$ cat config.mk
export PLATFORM = sky130hd
export DESIGN_NAME = upes_event_regs
export DESIGN_NICKNAME = d
export VERILOG_FILES = /design/src/hw/upes_edge_det.v /design/src/hw/upes_settle_timer.v /design/src/hw/upes_event_regs.v
export VERILOG_INCLUDE_DIRS = /design/src /design/src/inc
export SDC_FILE = /design/constraint.sdc
export NUM_CORES = 1
export LEC_CHECK = 0
export BUFFER_PORTS_ARGS = -buffer_cell sky130_fd_sc_hd__buf_2
export CORE_MARGIN = 3
export CORE_UTILIZATION = 50
export DETAILED_ROUTE_END_ITERATION = 10
export GPL_TIMING_DRIVEN = 0
export PLACE_DENSITY = 0.75
export SETUP_SLACK_MARGIN = 0.5
export SYNTH_ARGS = -nofsm -noshare
export SYNTH_HDL_FRONTEND = slang
export SYNTH_HIERARCHICAL = 1
export SYNTH_SLANG_ARGS = --single-unit
$ cat constraint.sdc
create_clock -name core_clk_i -period 6.8 [get_ports core_clk_i]
set_input_delay 1.36 -clock core_clk_i [delete_from_list [all_inputs] [get_ports core_clk_i]]
set_output_delay 1.36 -clock core_clk_i [all_outputs]
set_load 0.005 [all_outputs]
$ cat src/inc/upes_consts.vh
// register offsets, field positions, reset values and timing counts for the
// event status register block.
// assumes an 8-bit register access port with a 6-bit address.
`ifndef UPES_CONSTS_VH
`define UPES_CONSTS_VH

`define UPES_ADDR_FALL_EN      6'h10
`define UPES_ADDR_FALL_SET     6'h11
`define UPES_ADDR_FALL_CLR     6'h12
`define UPES_ADDR_STATUS       6'h13
`define UPES_ADDR_LATCH        6'h14
`define UPES_ADDR_LINE_MON     6'h15
`define UPES_ADDR_TEST         6'h16
`define UPES_ADDR_TEST_SET     6'h17
`define UPES_ADDR_TEST_CLR     6'h18
`define UPES_ADDR_EXTRA_EN     6'h3d

`define UPES_BIT_HOST_DETACH   0
`define UPES_BIT_BUS_PWR       1
`define UPES_BIT_SESS_VALID    2
`define UPES_BIT_SESS_END      3
`define UPES_BIT_ID_GND        4

`define UPES_XBIT_BSESS_RISE   2
`define UPES_XBIT_BSESS_FALL   3
`define UPES_XBIT_ID_RES       4
`define UPES_XBIT_ID_OPEN      5
`define UPES_XBIT_SUPPLY       6

`define UPES_FALL_EN_RESET     5'h1f
`define UPES_RISE_EN_RESET     5'h1f
`define UPES_TEST_RESET        8'h00
`define UPES_EXTRA_EN_RESET    8'h00
`define UPES_EXTRA_WR_MASK     8'h7f

`define UPES_CLK_MHZ           125
`define UPES_ID_SETTLE_MS      50
`define UPES_ID_SETTLE_CYCLES  (`UPES_ID_SETTLE_MS * 1000 * `UPES_CLK_MHZ)

`endif

$ cat src/hw/upes_edge_det.v
// change detector: registers a vector and flags rising and falling edges.
// assumes inputs already synchronous to core_clk_i.
`timescale 1ns/100ps
`default_nettype none
module upes_edge_det #(
  parameter W = 5
) (
  input wire core_clk_i,
  input wire rstn_i,
  input wire [W-1:0] sig_i,
  input wire [W-1:0] reset_val_i,
  output wire [W-1:0] rise_o,
  output wire [W-1:0] fall_o
);
  reg [W-1:0] prev;
  // reset load of prev is done synchronously, so a live value is legal here
  always @(posedge core_clk_i) begin
    if (!rstn_i) begin
      prev <= reset_val_i;
    end else begin
      prev <= sig_i;
    end
  end
  assign rise_o = sig_i & ~prev;
  assign fall_o = ~sig_i & prev;
endmodule
`default_nettype wire

$ cat src/hw/upes_settle_timer.v
// settle timer: counts down after the id sense enable rises; reports when
// the id-grounded signal may be trusted.
// assumes sense_en_i synchronous to core_clk_i.
`timescale 1ns/100ps
`default_nettype none
module upes_settle_timer #(
  parameter [31:0] CYCLES = 32'd6250000
) (
  input wire core_clk_i,
  input wire rstn_i,
  input wire sense_en_i,
  output wire settled_o
);
  reg [31:0] count;
  reg en_d;
  always @(posedge core_clk_i) begin
    if (!rstn_i) begin
      count <= 32'h0;
      en_d <= 1'b0;
    end else begin
      en_d <= sense_en_i;
      if (!sense_en_i) begin
        count <= 32'h0;
      end else if (!en_d) begin
        count <= CYCLES;
      end else if (count != 32'h0) begin
        count <= count - 32'h1;
      end
    end
  end
  assign settled_o = sense_en_i & en_d & (count == 32'h0);
endmodule
`default_nettype wire

$ cat src/hw/upes_event_regs.v
// event enable, status, latch, line monitor and scratch registers of the
// transceiver, with debug rx cmd event requests.
// assumes the link register port gives one-cycle read and write strobes,
// all inputs synchronous to core_clk_i, and rx cmd framing done elsewhere.
`timescale 1ns/100ps
`default_nettype none
`include "upes_consts.vh"

// Notes on behaviour
// - falling edge on each of five sources raises an event; enables reset to 1
// - id-grounded falls masked while id sense off and 50 ms after it turns on
// - host-detach falls only count in host mode, both pulldowns on
// - 0x11 reads fall enables; written ones set bits
// - 0x12 reads fall enables; written ones clear bits
// - 0x13 shows live source values in bits 4..0, upper bits zero
// - id-grounded status frozen while id sense off and 50 ms after
// - host-detach status forced to zero in low power mode
// - latch at 0x14 sets on any unmasked source change
// - reading the latch clears it entirely
// - entering serial or carkit mode clears the latch
// - a latch read coinciding with an event reports it and leaves bit unset
// - host-detach status and latch reset to the detach level
// - 0x15 shows line receivers, plus line bit 0, minus line bit 1
// - line state codes: 0 se0/squelch, 1 k/j, 2 j/k, 3 se1
// - scratch byte at 0x16 resets to zero and affects nothing else
// - 0x17 sets and 0x18 clears scratch bits with written ones
// - supply monitor change sends rx cmd when its enable is set
// - id open change sends rx cmd when its enable is set
// - any id resistor comparator change sends rx cmd when enabled
// - b-session fall sends alt rx cmd when enabled; resets off
// - b-session rise sends alt rx cmd when enabled; resets off
module upes_event_regs #(
  parameter [31:0] ID_SETTLE_CYCLES = `UPES_ID_SETTLE_CYCLES
) (
  input wire core_clk_i,
  input wire rstn_i,
  input wire [5:0] reg_addr_i,
  input wire reg_wr_i,
  input wire [7:0] reg_wdata_i,
  input wire reg_rd_i,
  output reg [7:0] reg_rdata_o,
  output reg reg_rvalid_o,
  input wire id_grounded_i,
  input wire session_end_i,
  input wire session_valid_i,
  input wire bus_power_valid_i,
  input wire host_detach_i,
  input wire [4:0] rise_en_i,
  input wire id_sense_enable_i,
  input wire pos_line_pulldown_en_i,
  input wire neg_line_pulldown_en_i,
  input wire low_power_i,
  input wire serial_mode_i,
  input wire carkit_mode_i,
  input wire [1:0] line_state_i,
  input wire supply_monitor_ok_i,
  input wire id_open_flag_i,
  input wire id_resistor_cmp_a_i,
  input wire id_resistor_cmp_b_i,
  input wire id_resistor_cmp_c_i,
  input wire b_session_valid_i,
  output wire [4:0] fall_event_enable_o,
  output reg event_req_o,
  output reg alt_event_req_o
);
  // ************************************************************
  // source conditioning
  // ************************************************************
  wire id_settled;
  wire host_mode;
  wire [4:0] src_raw;
  wire [4:0] src_rst;
  wire [4:0] src_rise;
  wire [4:0] src_fall;
  reg id_gnd_held;
  reg [4:0] fall_en;
  reg [4:0] latch;
  reg [7:0] test_byte;
  reg [7:0] extra_en;
  reg lp_d;
  reg ser_d;
  reg car_d;

  upes_settle_timer #(
    .CYCLES(ID_SETTLE_CYCLES)
  ) u_settle (
    .core_clk_i(core_clk_i),
    .rstn_i(rstn_i),
    .sense_en_i(id_sense_enable_i),
    .settled_o(id_settled)
  );

  assign host_mode = pos_line_pulldown_en_i & neg_line_pulldown_en_i;

  // id status only follows the pin once sensing has settled
  always @(posedge core_clk_i) begin
    if (!rstn_i) begin
      id_gnd_held <= 1'b0;
    end else if (id_settled) begin
      id_gnd_held <= id_grounded_i;
    end
  end

  assign src_raw[`UPES_BIT_ID_GND] = id_gnd_held;
  assign src_raw[`UPES_BIT_SESS_END] = session_end_i;
  assign src_raw[`UPES_BIT_SESS_VALID] = session_valid_i;
  assign src_raw[`UPES_BIT_BUS_PWR] = bus_power_valid_i;
  // low power forces the detach status low
  assign src_raw[`UPES_BIT_HOST_DETACH] =
    host_detach_i & ~low_power_i;

  // only the detach bit starts from zero, so a detached host at release
  // shows up as a rise and lands in the latch: the detach reset level.
  // the other sources start from their live level, so a source already
  // high at release raises no false event
  assign src_rst = {src_raw[4:1], 1'b0};

  upes_edge_det #(
    .W(5)
  ) u_src_edges (
    .core_clk_i(core_clk_i),
    .rstn_i(rstn_i),
    .sig_i(src_raw),
    .reset_val_i(src_rst),
    .rise_o(src_rise),
    .fall_o(src_fall)
  );

  // ************************************************************
  // event masking
  // ************************************************************
  function [4:0] upes_mode_mask;
    input settled;
    input hmode;
    begin
      upes_mode_mask = 5'h1f;
      upes_mode_mask[`UPES_BIT_ID_GND] = settled;
      upes_mode_mask[`UPES_BIT_HOST_DETACH] = hmode;
    end
  endfunction

  wire [4:0] mode_mask;
  wire [4:0] fall_hit;
  wire [4:0] rise_hit;
  wire [4:0] event_hit;
  assign mode_mask = upes_mode_mask(id_settled, host_mode);
  assign fall_hit = src_fall & fall_en & mode_mask;
  assign rise_hit = src_rise & rise_en_i & mode_mask;
  assign event_hit = fall_hit | rise_hit;

  // ************************************************************
  // register decode
  // ************************************************************
  // one address compare shared by every write strobe and the latch read
  function upes_at;
    input [5:0] addr;
    input [5:0] target;
    begin
      upes_at = (addr == target);
    end
  endfunction

  wire wr_fall_set;
  wire wr_fall_clr;
  wire wr_fall;
  wire wr_test;
  wire wr_test_set;
  wire wr_test_clr;
  wire wr_extra;
  wire rd_latch;
  wire lp_entry;
  wire mode_entry;
  assign wr_fall = reg_wr_i & upes_at(reg_addr_i, `UPES_ADDR_FALL_EN);
  assign wr_fall_set = reg_wr_i & upes_at(reg_addr_i, `UPES_ADDR_FALL_SET);
  assign wr_fall_clr = reg_wr_i & upes_at(reg_addr_i, `UPES_ADDR_FALL_CLR);
  assign wr_test = reg_wr_i & upes_at(reg_addr_i, `UPES_ADDR_TEST);
  assign wr_test_set = reg_wr_i & upes_at(reg_addr_i, `UPES_ADDR_TEST_SET);
  assign wr_test_clr = reg_wr_i & upes_at(reg_addr_i, `UPES_ADDR_TEST_CLR);
  assign wr_extra = reg_wr_i & upes_at(reg_addr_i, `UPES_ADDR_EXTRA_EN);
  assign rd_latch = reg_rd_i & upes_at(reg_addr_i, `UPES_ADDR_LATCH);
  assign lp_entry = low_power_i & ~lp_d;
  assign mode_entry = (serial_mode_i & ~ser_d) | (carkit_mode_i & ~car_d);

  // entry is the rising edge of each mode level, so a link that stays in a
  // mode clears the latch once and then lets events collect again
  always @(posedge core_clk_i) begin
    if (!rstn_i) begin
      lp_d <= 1'b0;
      ser_d <= 1'b0;
      car_d <= 1'b0;
    end else begin
      lp_d <= low_power_i;
      ser_d <= serial_mode_i;
      car_d <= carkit_mode_i;
    end
  end

  // ************************************************************
  // writable registers
  // ************************************************************
  // the plain register and its two aliases share one state; the link
  // gives at most one strobe per cycle, so the priority order is moot
  always @(posedge core_clk_i) begin
    if (!rstn_i) begin
      fall_en <= `UPES_FALL_EN_RESET;
    end else if (wr_fall) begin
      fall_en <= reg_wdata_i[4:0];
    end else if (wr_fall_set) begin
      fall_en <= fall_en | reg_wdata_i[4:0];
    end else if (wr_fall_clr) begin
      fall_en <= fall_en & ~reg_wdata_i[4:0];
    end
  end
  assign fall_event_enable_o = fall_en;

  // scratch is touched by nothing but its own three addresses
  always @(posedge core_clk_i) begin
    if (!rstn_i) begin
      test_byte <= `UPES_TEST_RESET;
    end else if (wr_test) begin
      test_byte <= reg_wdata_i;
    end else if (wr_test_set) begin
      test_byte <= test_byte | reg_wdata_i;
    end else if (wr_test_clr) begin
      test_byte <= test_byte & ~reg_wdata_i;
    end
  end

  // bit 7 is the link's to keep at zero; masked anyway for safety
  always @(posedge core_clk_i) begin
    if (!rstn_i) begin
      extra_en <= `UPES_EXTRA_EN_RESET;
    end else if (wr_extra) begin
      extra_en <= reg_wdata_i & `UPES_EXTRA_WR_MASK;
    end
  end

  // ************************************************************
  // event latch
  // ************************************************************
  // a read returns the events of this very cycle and drops them, so no
  // event is lost between read data and the clear
  always @(posedge core_clk_i) begin
    if (!rstn_i) begin
      latch <= 5'h00;
    end else if (lp_entry) begin
      latch <= 5'h00;
    end else if (mode_entry) begin
      latch <= 5'h00;
    end else if (rd_latch) begin
      latch <= 5'h00;
    end else begin
      latch <= latch | event_hit;
    end
  end

  // ************************************************************
  // read data
  // ************************************************************
  reg [7:0] next_rdata;
  always @* begin
    next_rdata = 8'h00;
    if (reg_addr_i == `UPES_ADDR_FALL_EN) begin
      next_rdata = {3'h0, fall_en};
    end else if (reg_addr_i == `UPES_ADDR_FALL_SET) begin
      next_rdata = {3'h0, fall_en};
    end else if (reg_addr_i == `UPES_ADDR_FALL_CLR) begin
      next_rdata = {3'h0, fall_en};
    end else if (reg_addr_i == `UPES_ADDR_STATUS) begin
      next_rdata = {3'h0, src_raw};
    end else if (reg_addr_i == `UPES_ADDR_LATCH) begin
      next_rdata = {3'h0, latch | event_hit};
    end else if (reg_addr_i == `UPES_ADDR_LINE_MON) begin
      // raw receiver pair; decoding per speed is the link's job
      next_rdata = {6'h00, line_state_i};
    end else if (reg_addr_i == `UPES_ADDR_TEST) begin
      next_rdata = test_byte;
    end else if (reg_addr_i == `UPES_ADDR_TEST_SET) begin
      next_rdata = test_byte;
    end else if (reg_addr_i == `UPES_ADDR_TEST_CLR) begin
      next_rdata = test_byte;
    end else if (reg_addr_i == `UPES_ADDR_EXTRA_EN) begin
      next_rdata = extra_en;
    end
  end

  // read data is held between reads; only rvalid marks the fresh byte
  always @(posedge core_clk_i) begin
    if (!rstn_i) begin
      reg_rdata_o <= 8'h00;
      reg_rvalid_o <= 1'b0;
    end else begin
      reg_rvalid_o <= reg_rd_i;
      if (reg_rd_i) begin
        reg_rdata_o <= next_rdata;
      end
    end
  end

  // ************************************************************
  // debug rx cmd requests
  // ************************************************************
  wire [5:0] dbg_sig;
  wire [5:0] dbg_rise;
  wire [5:0] dbg_fall;
  wire [5:0] dbg_chg;
  assign dbg_sig = {b_session_valid_i, supply_monitor_ok_i, id_open_flag_i,
                    id_resistor_cmp_c_i, id_resistor_cmp_b_i,
                    id_resistor_cmp_a_i};

  upes_edge_det #(
    .W(6)
  ) u_dbg_edges (
    .core_clk_i(core_clk_i),
    .rstn_i(rstn_i),
    .sig_i(dbg_sig),
    .reset_val_i(dbg_sig),
    .rise_o(dbg_rise),
    .fall_o(dbg_fall)
  );
  assign dbg_chg = dbg_rise | dbg_fall;

  // supply, id open and id resistor changes share the request line with latch events; no debug
  // change touches the latch, so turning them on cannot disturb software polling
  wire supply_req;
  wire id_open_req;
  wire id_res_req;
  wire b_fall_req;
  wire b_rise_req;
  assign supply_req = dbg_chg[4] & extra_en[`UPES_XBIT_SUPPLY];
  assign id_open_req = dbg_chg[3] & extra_en[`UPES_XBIT_ID_OPEN];
  assign id_res_req = (|dbg_chg[2:0]) & extra_en[`UPES_XBIT_ID_RES];
  assign b_fall_req = dbg_fall[5] & extra_en[`UPES_XBIT_BSESS_FALL];
  assign b_rise_req = dbg_rise[5] & extra_en[`UPES_XBIT_BSESS_RISE];

  always @(posedge core_clk_i) begin
    if (!rstn_i) begin
      event_req_o <= 1'b0;
      alt_event_req_o <= 1'b0;
    end else begin
      event_req_o <= (|event_hit) | supply_req | id_open_req | id_res_req;
      alt_event_req_o <= b_fall_req | b_rise_req;
    end
  end
endmodule
`default_nettype wire

Yosys cells after proc, flatten, opt, wreduce, memory -nomap -nowiden
Index checks and enable logic that the tools add are counted.
{"block": "word_totals", "ramBits": 0, "rom_bits": 0, "elab_cells": 108, "latch_bits": 0, "out_inout_bits": 16, "input_bits": 42, "register_bits": 84, "n_memories": 0}
{"block": "op_classes", "div_mod_pow": 0, "muxes": 18, "mul": 0, "n_reduce_logical": 9, "eq_ne": 11, "bitwise_logic": 51, "add_sub_neg": 1, "order_cmp": 0, "shift": 0}
{"cell": "2-to-1 mux 8 bit", "n": 12}
{"cell": "== test 6 x 5 -> 1 bit, second input constant", "n": 9}
{"cell": "2-to-1 mux 23 bit", "n": 2}
{"cell": "AND 5 bit", "n": 7}
{"cell": "logical NOT 32 bit", "n": 1}
{"cell": "nonzero test 32 bit", "n": 1}
{"cell": "subtractor 32 x 1 -> 32 bit, second input constant", "n": 1}
{"cell": "AND 1 bit", "n": 20}
{"cell": "OR 5 bit", "n": 4}
{"cell": "2-to-1 mux 5 bit", "n": 3}
{"cell": "NOT 5 bit", "n": 3}
{"cell": "AND 6 bit", "n": 2}
{"cell": "NOT 6 bit", "n": 2}
{"cell": "AND 8 bit", "n": 1}
{"cell": "NOT 8 bit", "n": 1}
{"cell": "OR 8 bit", "n": 1}
{"cell": "2-to-1 mux 7 bit", "n": 1}
{"cell": "== test 6 bit, second input constant", "n": 1}
{"cell": "nonzero test 3 bit", "n": 2}
{"cell": "NOT 1 bit", "n": 5}
{"cell": "OR 1 bit", "n": 5}
{"cell": "OR reduction 5 bit", "n": 1}
{"cell": "OR reduction 4 bit", "n": 1}
{"cell": "AND reduction 3 bit", "n": 1}
{"cell": "other kinds (3)", "n": 3}

Longest topological paths before layout
Gate-level depths: netlist of the first run.
{"block": "logic_depth", "word_depth": 13, "ltp_mapped": 10, "ltp_nobuf": 9}

Hierarchy
The synthesis of the first run kept the hierarchy.
{"mod": "upes_event_regs", "n_inst": 1, "seq_area_each_um2": 800.8, "cells_per_inst": 210, "area_per_inst_um2": 1886.8}
{"mod": "upes_settle_timer", "n_inst": 1, "seq_area_each_um2": 660.6, "cells_per_inst": 197, "area_per_inst_um2": 1681.6}
{"mod": "upes_edge_det (u_dbg_edges)", "n_inst": 1, "seq_area_each_um2": 120.1, "cells_per_inst": 25, "area_per_inst_um2": 296.5}
{"mod": "upes_edge_det (u_src_edges)", "n_inst": 1, "seq_area_each_um2": 100.1, "cells_per_inst": 20, "area_per_inst_um2": 219.0}

Least setup slack after synthesis of the first run
No wires, ideal clock.
{"block": "synth_path", "path_type": "input to register", "startpoint": "in reg_addr_i[0]", "endpoint": "reg (tool-made name)", "path_buffers": 1, "stages": 5, "t_required_ns": 6.683, "slack_ns": 3.971, "setup_ns": 0.117, "arrival_ns": 2.712, "cell_sequence": "buf_6 -> or4b_4 -> a211oi_4 -> o21ai_1 -> a32o_1"}
{"element": "start, declared", "line_no": "upes_event_regs.v:37", "text": "input wire [5:0] reg_addr_i,"}

Worst setup path in the final report of the first run
{"block": "layout_path", "startpoint": "reg u_settle.count[11]", "endpoint": "reg reg_rdata_o[4]"}
{"block": "layout_via", "elab_chain_len": 10, "word_cells_on_any_way": 11, "cone_classes": "mux: 5; bitwise: 5; reduce/logical: 1"}
{"element": "start, declared", "line_no": "upes_settle_timer.v:14", "text": "reg [31:0] count;"}
{"element": "start signal, assigned", "line_no": "upes_settle_timer.v:27", "text": "count <= count - 32'h1;"}
{"element": "logical NOT 32 bit (*)", "line_no": "upes_settle_timer.v:31", "text": "assign settled_o = sense_en_i & en_d & (count == 32'h0);"}
{"element": "AND 1 bit (*)", "line_no": "upes_settle_timer.v:31"}
{"element": "named net id_settled", "line_no": "upes_event_regs.v:69", "text": "wire id_settled;"}
{"element": "AND 5 bit, on equally long branches", "line_no": "upes_event_regs.v:147, upes_event_regs.v:148"}
{"element": "OR 5 bit (*)", "line_no": "upes_event_regs.v:149", "text": "assign event_hit = fall_hit | rise_hit;"}
{"element": "OR 5 bit (*)", "line_no": "upes_event_regs.v:272", "text": "next_rdata = {3'h0, latch | event_hit};"}
{"element": "2-to-1 mux 8 bit (*)", "line_no": "upes_event_regs.v:271", "text": "end else if (reg_addr_i == `UPES_ADDR_LATCH) begin"}
{"element": "2-to-1 mux 8 bit (*)", "line_no": "upes_event_regs.v:269", "text": "end else if (reg_addr_i == `UPES_ADDR_STATUS) begin"}
{"element": "2-to-1 mux 8 bit (*)", "line_no": "upes_event_regs.v:267", "text": "end else if (reg_addr_i == `UPES_ADDR_FALL_CLR) begin"}
{"element": "2-to-1 mux 8 bit (*)", "line_no": "upes_event_regs.v:265", "text": "end else if (reg_addr_i == `UPES_ADDR_FALL_SET) begin"}
{"element": "2-to-1 mux 8 bit (*)", "line_no": "upes_event_regs.v:263", "text": "if (reg_addr_i == `UPES_ADDR_FALL_EN) begin"}
{"element": "end signal, assigned", "line_no": "upes_event_regs.v:295", "text": "reg_rdata_o <= next_rdata;"}
{"element": "end, declared", "line_no": "upes_event_regs.v:41", "text": "output reg [7:0] reg_rdata_o,"}
The timed path passes the listed nets; every way through them passes the cells marked *.
A chain may end at the register's enable or synchronous reset.

==> results of run 1 <==
## layer usage
metal  wire (um)  track usage  up-vias
met4         115       0.0806        0
met1        4890        0.319     1843
met3         691       0.0294       13
li1            -            -     1860
met2        4510        0.334      135
met5           0            0        -
## worst register-to-register path, cell delays in order (launching register included)
cell and delay [ns]:
dfxtp_1 0.36, or4_4 0.55, or4_4 0.43, buf_6 0.15, nor4_2 0.54, buf_2 0.33
and3_1 0.22, nor2b_1 0.23, o21ai_0 0.13, a211oi_1 0.21
## worst min-delay path by stage
stage	end	slack [ns]	cells after the start
3_5_place_dp	extra_en[0]	0.45	2
6_report	extra_en[1]	0.46	2
3_3_place_gp	reg_rdata_o[7]	0.44	2
4_1_cts	extra_en[0]	0.46	2
5_1_grt	extra_en[1]	0.49	2
2_1_floorplan	reg_rdata_o[7]	0.43	2
## layout by cell type, fill, tap and decap left out, drive strengths merged, types with 12 or more instances in the layout
cell type  netlist  routed
mux2            12      12
dfxtp           84      84
nor2            30      30
buf              9      64
o21ai           26      26
or3             13      13
nor3            13      13
nand2           28      28
a21oi           23      23
clkbuf          16      25
o31ai           15      15
a31oi           14      14
inv             12      16
nor2b           30      30
nand3           12      12
or4             17      17
## power groups by stage
| stage | Sequential, W | Clock [W] | Combinational (W) |
|---|---|---|---|
| floorplan | 0.000528 | 0 | 0.000105 |
| global placement | 0.000530 | 0 | 0.000150 |
| detailed placement | 0.000531 | 0 | 0.000154 |
| CTS | 0.000519 | 0.000341 | 0.000155 |
| global route | 0.000522 | 0.000355 | 0.000173 |
| finish | 0.000519 | 0.000332 | 0.000156 |
## cell type report
type,instances,share of cell area
Clock buffer,9,0.0265
Multi-Input combinational cell,331,0.477
Sequential cell,84,0.360
Inverter,12,0.00965
Buffer,25,0.0276
Tap cell,102,0.0273
Clock inverter,7,0.0126
Timing Repair Buffer,55,0.0589
## metrics by stage
stage | setup slack (ns) | util | cells | instance area, um^2 | power (W)
final | 3.58 | 0.598 | 625 | 4670 | 0.00101
after global routing | 3.35 | 0.598 | 625 | 4670 | 0.00105
after CTS | 3.63 | 0.598 | 625 | 4670 | 0.00102
after detailed placement | 3.66 | 0.575 | 609 | 4490 | 0.000684
after global placement | 3.63 | 0.575 | 609 | 4490 | 0.000680
after floorplan | 3.97 | - | 452 | 4080 | 0.000633
## kinds of logic (layout without fill, tap and decap cells)
logic type | Yosys count | count (layout)
adder cells (fa/ha/maj) | 2 | 2
XOR/XNOR | 2 | 2
flip-flops | 84 | 84
buffers and inverters | 37 | 108
AND/OR/NAND/NOR | 175 | 175
AO/OA/AOI/OAI | 133 | 133
other | 1 | 1
multiplexers | 18 | 18
==> impl_metrics.json, run 1 <==
{
  "outcome": "finished, final reports clean",
  "clk_latency_ns": 0.35,
  "path_common_cell": "or4_4",
  "final.setup.tns_ns": 0,
  "endpoint_kind": "register",
  "diodes": 0,
  "power.density_nw_per_um2": 216,
  "startpoint": "u_settle/count[11]",
  "ctsHtreeMaxLevel": 3,
  "cpMaxStageDelayCell": "or4_4",
  "die_area_um2": 9290,
  "dr.pass1.iters": 5,
  "die_x_um": 96.4,
  "multi_input_area_um2": 2230,
  "synth_seq_cells": 84,
  "worst-path-stages": 9,
  "track_usage": 0.220,
  "internal-power_w": 0.000710,
  "max_stage_delay_ns": 0.55,
  "p_sw_w": 0.000298,
  "synth_compound_area_frac": 0.235,
  "drtAntennaViolNets": 0,
  "synth_top_family_by_area": "simple AND/OR/NAND/NOR gates",
  "rsz0062_at_grt": "no",
  "cts_tree": "done",
  "nNetsFinal": 562,
  "grt_pass1_wl_um": 16100,
  "finalHoldViolations": 0,
  "cts_setup_buffers": 0,
  "syn_area_um2": 4080,
  "leakagePower_nw": 1.80,
  "async_reset_ff_frac": 0,
  "drive_gt1_frac": 0.191,
  "cts_sinks": 84,
  "start_util": 0.523,
  "num_vias": 3851,
  "synth_fp_nets": 496,
  "relSlewSlack": 0.398,
  "coreArea_um2": 7810,
  "cts_resized": 0,
  "share_clk_of_total_power": 0.329,
  "period_needed_ns": 3.22,
  "p_seq_frac": 0.515,
  "r2r_slack_ns": 3.58,
  "synth_mux_area_frac": 0.0533,
  "wl_per_cell_um": 16.3,
  "drcViolationCount": 0,
  "postSynthCellCount": 452,
  "die_h_um": 96.4,
  "yosys.area_share.simple": 0.246,
  "fillers": 717,
  "setup_viol": 0,
  "crit_chain": "or4_4, or4_4, buf_6, nor4_2, buf_2, and3_1, nor2b_1, o21ai_0, a211oi_1",
  "hpwl_um": 7540,
  "drt-initial-drc-count": 277,
  "via_per_inst": 6.16,
  "synth_common_cells": "dfxtp_1 (84), nor2_1 (30), nor2b_1 (30), nand2_1 (28), a21oi_1 (22)",
  "root_buffer": "clkbuf_8",
  "hold_ws_ns": 0.464,
  "ios": 58,
  "port_buffers": 55,
  "synth-xor-area-share": 0.00429,
  "synth_area_leaders": "dfxtp_1 (41%), nor2b_1 (4.6%), nor2_1 (2.8%)",
  "netlist.area_leader.share": 0.412,
  "grt_pass1_vias": 3357,
  "cp-endpoint": "reg_rdata_o[4]",
  "clockBufferDepth": 2,
  "reg2reg_from": "u_settle/count[11]",
  "startpoint_type": "register",
  "report.final.slew_viol_count": 0,
  "crit_family": "simple AND/OR/NAND/NOR gates",
  "antenna_found_initial": 0,
  "skew_ns": 0.00753,
  "worstHoldPathType": "reg2reg",
  "worstPathMaxFanout": 10,
  "min_period_over_period": 0.473,
  "drt_wl_total_um": 10200,
  "avgSynthCellArea_um2": 9.04,
  "synth_most_common_cell": "dfxtp_1",
  "pwr-share-comb": 0.155,
  "critPathBufInv": 2,
  "synth-edff-count": 0,
  "syn2layout_area_growth_pct": 14.3,
  "r2r_end": "reg_rdata_o[4]",
  "critPathKind": "reg2reg",
  "synth_ff_type": "dfxtp_1",
  "hold_start": "extra_en[1]",
  "synthAdderAreaFrac": 0.00613,
  "grt-ovfl-total": 0,
  "synth_cell_types": 64,
  "gp_congestion": 0.857,
  "cts_hold_buf": 0,
  "cts_made_buffers": 9,
  "seqCellArea_um2": 1680,
  "critPathRequiredTime_ns": 7.07,
  "p_sw_frac": 0.296,
  "cap_viol_max_count": 0,
  "tightest_slew_ns": 0.895,
  "synth_area_leader_cell": "dfxtp_1",
  "worstRegToRegCells": 9,
  "seq_area_frac_synth": 0.412,
  "clk_pin_slew_ns": 0.09,
  "rows": 32,
  "grt_max_degree": 17,
  "ys.warnings.count": 6,
  "peakVddDrop_v": 0.000140,
  "fmax_mhz": 311,
  "arrival_ns": 3.49
}
Power figures use the tool's default switching activity.
==> run 2: changes to the inputs <==
--- a/config.mk
+++ b/config.mk
@@ -6,12 +6,13 @@
 export SDC_FILE = /design/constraint.sdc
 export NUM_CORES = 1
 export LEC_CHECK = 0
+export ABC_AREA = 1
 export BUFFER_PORTS_ARGS = -buffer_cell sky130_fd_sc_hd__buf_2
 export CORE_MARGIN = 3
 export CORE_UTILIZATION = 50
 export DETAILED_ROUTE_END_ITERATION = 10
 export GPL_TIMING_DRIVEN = 0
-export PLACE_DENSITY = 0.75
+export PLACE_DENSITY = 0.77
 export SETUP_SLACK_MARGIN = 0.5
 export SYNTH_ARGS = -nofsm -noshare
 export SYNTH_HDL_FRONTEND = slang
==> constraint.sdc (replaced) <==
create_clock -name core_clk_i -period 2.7 [get_ports core_clk_i]
set_input_delay 0.54 -clock core_clk_i [delete_from_list [all_inputs] [get_ports core_clk_i]]
set_output_delay 0.54 -clock core_clk_i [all_outputs]
set_load 0.005 [all_outputs]
==> run 2 against run 1 <==
Via count up 26%; final area up 18%; critical path type unchanged; first-iteration DRC count up 14%.
==> impl_metrics.json, run 2 <==
{
  "outcome": "finished, final reports clean",
  "nNetsFinal": 843,
  "report.final.slew_viol_count": 0,
  "die_area_um2": 10800,
  "grt_pass1_vias": 4513,
  "cap_viol_max_count": 0,
  "peakVddDrop_v": 0.000280,
  "via_per_inst": 5.19,
  "max_stage_delay_ns": 0.35,
  "ctsHtreeMaxLevel": 3,
  "critPathBufInv": 3,
  "rsz0062_at_grt": "no",
  "cpMaxStageDelayCell": "dfxtp_1",
  "cts_tree": "done",
  "crit_family": "simple AND/OR/NAND/NOR gates",
  "total_power_w": 0.00305,
  "dp.cells": 914,
  "finalHoldViolations": 0,
  "seq_area_frac_synth": 0.352,
  "synth_common_cells": "nand2_1 (191), nor2_1 (122), inv_1 (94), dfxtp_1 (84), nand3_1 (39)",
  "hpwl_um": 9740,
  "synth_ff_type": "dfxtp_1",
  "post-route-util": 0.595,
  "setup_viol": 0,
  "start_util": 0.515,
  "synth_area_leader_cell": "dfxtp_1",
  "endpoint_kind": "register",
  "relSlewSlack": 0.573,
  "clk_pin_slew_ns": 0.09,
  "die_x_um": 104,
  "coreArea_um2": 9280,
  "startpoint_type": "register",
  "ios": 58,
  "period_needed_ns": 1.89,
  "grt_pass1_wl_um": 21000,
  "path_common_cell": "inv_1",
  "tightest_slew_ns": 0.641,
  "wl_met3_um": 884,
  "grt_max_degree": 19,
  "drt_wl_total_um": 12700,
  "cts_made_buffers": 9,
  "worstHoldPathType": "in2reg",
  "cts_sinks": 84,
  "cts_hold_buf": 0,
  "port_buffers": 56,
  "dr_wl_met2_um": 5950,
  "diodes": 0,
  "drt-initial-drc-count": 315,
  "synth_area_leaders": "dfxtp_1 (35%), nand2_1 (15%), nor2_1 (9.6%)",
  "gp_congestion": 0.965,
  "worstPathMaxFanout": 6,
  "synth_cell_types": 42,
  "synth_most_common_cell": "nand2_1",
  "timing.final.ws_setup_ns": 0.807,
  "critPathRequiredTime_ns": 2.92,
  "synth_fp_nets": 773,
  "clk_latency_ns": 0.37,
  "fmax_mhz": 528,
  "track_usage": 0.238,
  "crit_chain": "inv_1, ha_1, inv_1, nor2_1, nand2_1, nor2_1, nand2_2, nor2_2, inv_1, a21oi_2, nor3_1, a41oi_1",
  "drive_gt1_frac": 0.195,
  "grt-ovfl-total": 0,
  "leakagePower_nw": 2.68,
  "top_layer": "met4",
  "drtAntennaViolNets": 0,
  "arrival_ns": 2.11,
  "stdcell_count": 933,
  "met1Wirelength_um": 5640,
  "avgSynthCellArea_um2": 6.56,
  "num_vias": 4841,
  "synth-edff-count": 0,
  "ys.warnings.count": 6,
  "root_buffer": "clkbuf_8",
  "clockBufferDepth": 2,
  "layout_common_cells": "nand2_1 (191), nor2_1 (121), inv_1 (94), dfxtp_1 (84), buf_2 (58)",
  "power.density_nw_per_um2": 553,
  "final.setup.tns_ns": 0,
  "min_period_over_period": 0.701,
  "dr.pass1.iters": 4,
  "netlist.area_leader.share": 0.352,
  "antenna_found_initial": 0,
  "rows": 35,
  "skew_ns": 0.0131,
  "pre_cts_ws_ns": 0.546,
  "postSynthCellCount": 729,
  "wl_per_cell_um": 13.7,
  "final_common_cell": "nand2_1",
  "critPathKind": "reg2reg",
  "async_reset_ff_frac": 0,
  "drcViolationCount": 0,
  "syn_area_um2": 4780,
  "syn2layout_area_growth_pct": 15.5,
  "synth_seq_cells": 84,
  "die_h_um": 104
}
## run 2: stage by stage
| step | area [um^2] | hold slack [ns] |
|---|---|---|
| 5_1_grt | 5520 | 0.409 |
| 3_3_place_gp | 5220 | 0.437 |
| 3_5_place_dp | 5220 | 0.447 |
| 2_1_floorplan | 4780 | 0.422 |
| 6_report | 5520 | 0.390 |
| 4_1_cts | 5490 | 0.383 |
## run 2: logic make-up (layout without fill, tap and decap cells)
logic type,after synthesis,count (layout),share of synthesized area
AND/OR/NAND/NOR,429,429,0.415
buffers and inverters,117,192,0.106
AO/OA/AOI/OAI,89,89,0.109
flip-flops,84,84,0.352
XOR/XNOR,7,7,0.0128
adder cells (fa/ha/maj),2,2,0.00523
other,1,1,0.000784
## run 2: layout make-up
| class | instances | area, um^2 |
|---|---|---|
| plain buffers | 15 | 120 |
| clock buffers | 9 | 124 |
| clock inverters | 7 | 146 |
| fillers | 911 | 3760 |
| inverters | 102 | 385 |
| multi-input cells | 528 | 2600 |
| flip-flops and latches | 84 | 1680 |
| well taps | 129 | 161 |
| repair buffers | 59 | 303 |
## run 2: worst register-to-register path: cells and delay by family, from the launching register on
family                   cells  cell delay, ns
adder cells (fa/ha/maj)      1            0.22
buffers and inverters        3            0.28
flip-flops                   1            0.35
AO/OA/AOI/OAI                2            0.23
AND/OR/NAND/NOR              6            0.67
## run 2: final timing paths
kind         cells past startpoint         startpoint  slack [ns]                end
min                              3      serial_mode_i        0.39              ser_d
min reg2reg                      1  u_settle/count[0]        0.46  u_settle/count[0]
max reg2reg                     12  u_settle/count[0]        0.81        event_req_o
max                             12  u_settle/count[0]        0.81        event_req_o
## run 2: repair_timing
action                     CTS  global route
setup endpoints to repair    0             2
gates resized for setup      0             2
buffers inserted             0             3
## run 2: metal layers
| metal | vias to the layer above | global-route usage |
|---|---|---|
| met1 | 2226 | 0.311 |
| met2 | 162 | 0.391 |
| li1 | 2430 | - |
| met3 | 23 | 0.0530 |
| met4 | 0 | 0.0779 |
| met5 | - | 0 |
## run 2: report_power, final
group,switching (W),internal [W]
sequential,0.0000319,0.00128
clock,0.000497,0.000716
combinational,0.000346,0.000180
==> run 3: changes to the inputs <==
--- a/config.mk
+++ b/config.mk
@@ -6,13 +6,13 @@
 export SDC_FILE = /design/constraint.sdc
 export NUM_CORES = 1
 export LEC_CHECK = 0
-export ABC_AREA = 1
+export ABC_AREA = 0
 export BUFFER_PORTS_ARGS = -buffer_cell sky130_fd_sc_hd__buf_2
 export CORE_MARGIN = 3
 export CORE_UTILIZATION = 50
 export DETAILED_ROUTE_END_ITERATION = 10
 export GPL_TIMING_DRIVEN = 0
-export PLACE_DENSITY = 0.77
+export PLACE_DENSITY = 0.75
 export SETUP_SLACK_MARGIN = 0.5
 export SYNTH_ARGS = -nofsm -noshare
 export SYNTH_HDL_FRONTEND = slang
==> constraint.sdc (replaced) <==
create_clock -name core_clk_i -period 1.8 [get_ports core_clk_i]
set_input_delay 0.36 -clock core_clk_i [delete_from_list [all_inputs] [get_ports core_clk_i]]
set_output_delay 0.36 -clock core_clk_i [all_outputs]
set_load 0.005 [all_outputs]
==> run 3 against run 2 <==
The flow now finishes with violations (negative setup slack); clock power rose by 21%; final area rose by 3.8%; die area fell by 14%; non-clock buffer count rose by 42; core utilization rose by 14 points; maximum frequency fell by 28%; largest cell class unchanged; highest routed layer unchanged; clock skew rose by 0.0010 ns; via count fell by 11%.
==> impl_metrics.json, run 3 (synthesis gave the netlist of run 1 again) <==
{
  "dr.pass1.iters": 5,
  "drive_gt1_frac": 0.397,
  "hpwl_um": 7660,
  "worstHoldPathType": "in2reg",
  "diodes": 0,
  "report.final.slew_viol_count": 0,
  "root_buffer": "clkbuf_8",
  "setup_viol": 36,
  "peakVddDrop_v": 0.000499,
  "stdcell_count": 661,
  "reg2reg_from": "u_settle/count[14]",
  "via_per_inst": 6.52,
  "design_area_um2": 5730,
  "dpl-instance-area_um2": 4640,
  "rsz0062_at_grt": "yes",
  "track_usage": 0.256,
  "skew_ns": 0.0142,
  "clk_pin_slew_ns": 0.09,
  "leakagePower_nw": 2.20,
  "final_common_cell": "dfxtp_1",
  "die_x_um": 96.4,
  "relSlewSlack": 0.576,
  "nNetsFinal": 598,
  "cap_viol_max_count": 0,
  "clockBufferDepth": 2,
  "drt_wl_total_um": 12900,
  "total_power_w": 0.00442,
  "grt_pass1_wl_um": 18700,
  "dp.cells": 609,
  "period_needed_ns": 2.61,
  "num_vias": 4308,
  "port_buffers": 55,
  "tightest_slew_ns": 0.630,
  "drt-initial-drc-count": 448,
  "syn2layout_area_growth_pct": 40.3,
  "final.setup.tns_ns": -22.59,
  "ctsHtreeMaxLevel": 3,
  "die_h_um": 96.4,
  "fillers": 551,
  "worstPathMaxFanout": 6,
  "violations": "negative setup slack",
  "coreArea_um2": 7810,
  "drcViolationCount": 0,
  "antenna_found_initial": 0,
  "clk_latency_ns": 0.35,
  "min_period_over_period": 1.45,
  "fmax_mhz": 383,
  "outcome": "finished, violations left",
  "power.density_nw_per_um2": 772,
  "finalHoldViolations": 0,
  "grt_max_degree": 15,
  "pre_cts_ws_ns": -1.05,
  "startpoint": "u_settle/count[14]",
  "cts_made_buffers": 9,
  "gp_congestion": 0.862,
  "critPathRequiredTime_ns": 2.07,
  "grt-ovfl-total": 0,
  "cts_hold_buf": 0,
  "cts_tree": "done",
  "grt_pass1_vias": 3827,
  "hold_start": "carkit_mode_i",
  "cts_sinks": 84,
  "timing.final.ws_setup_ns": -0.811,
  "drtAntennaViolNets": 0,
  "start_util": 0.523,
  "critPathKind": "reg2reg",
  "rows": 32,
  "layout_common_cells": "dfxtp_1 (78), buf_2 (52), nor2b_1 (29), nand2_1 (27), nor2_1 (26)",
  "ios": 58,
  "endpoint_kind": "register",
  "arrival_ns": 2.88,
  "die_area_um2": 9290,
  "wl_per_cell_um": 19.4,
  "startpoint_type": "register"
}
## run 3: what timing repair did
| item | in CTS | in global routing |
|---|---|---|
| endpoints found under the setup margin | 71 | 66 |
| resized for setup | 70 | 72 |
| setup buffers | 19 | 14 |
| pin swaps | 26 | 42 |
| cloned | 2 | 1 |
## run 3: power breakdown
part | switching, W | internal, W
combinational | 0.000527 | 0.000457
sequential | 0.0000504 | 0.00192
clock | 0.000705 | 0.000764
total | 0.00128 | 0.00314
## run 3: path summary, 6_finish.rpt
kind | to | slack [ns] | cells after the start
min | car_d | 0.22 | 2
max | u_settle/count[28] | -0.81 | 6
min reg2reg | reg_rdata_o[7] | 0.47 | 2
max reg2reg | u_settle/count[28] | -0.81 | 6
## run 3: area by class of cell
type	count	area (um^2)	share of cell area
Inverter	12	47.5	0.00830
Multi-Input combinational cell	331	2750	0.479
Tap cell	102	128	0.0223
Clock inverter	4	55.1	0.00960
Sequential cell	84	1690	0.295
Buffer	25	230	0.0402
Timing Repair Buffer	91	671	0.117
Clock buffer	12	165	0.0288
## run 3: through the flow
step	util	hold slack (ns)
finish	0.734	0.223
global route	0.734	0.224
CTS	0.680	0.208
detailed placement	0.594	0.454
global placement	0.594	0.445
floorplan	-	0.437
## run 3: per-layer routing
metal  wire, um  up-vias  part of all wire  track usage
met5          0        -                 0            0
met4        278        0             0.022       0.0794
met3       1350       42              0.11       0.0643
met2       6100      256              0.47        0.409
met1       5120     2068              0.40        0.342
li1           -     1942                 -            -
## run 3: worst max-delay path, cell delays in order, from the launching register on
cell and delay, ns:
dfxtp_2 0.33, or4_4 0.54, or4_4 0.43, buf_6 0.15
or4_4 0.50, or4_4 0.43, a21oi_2 0.16
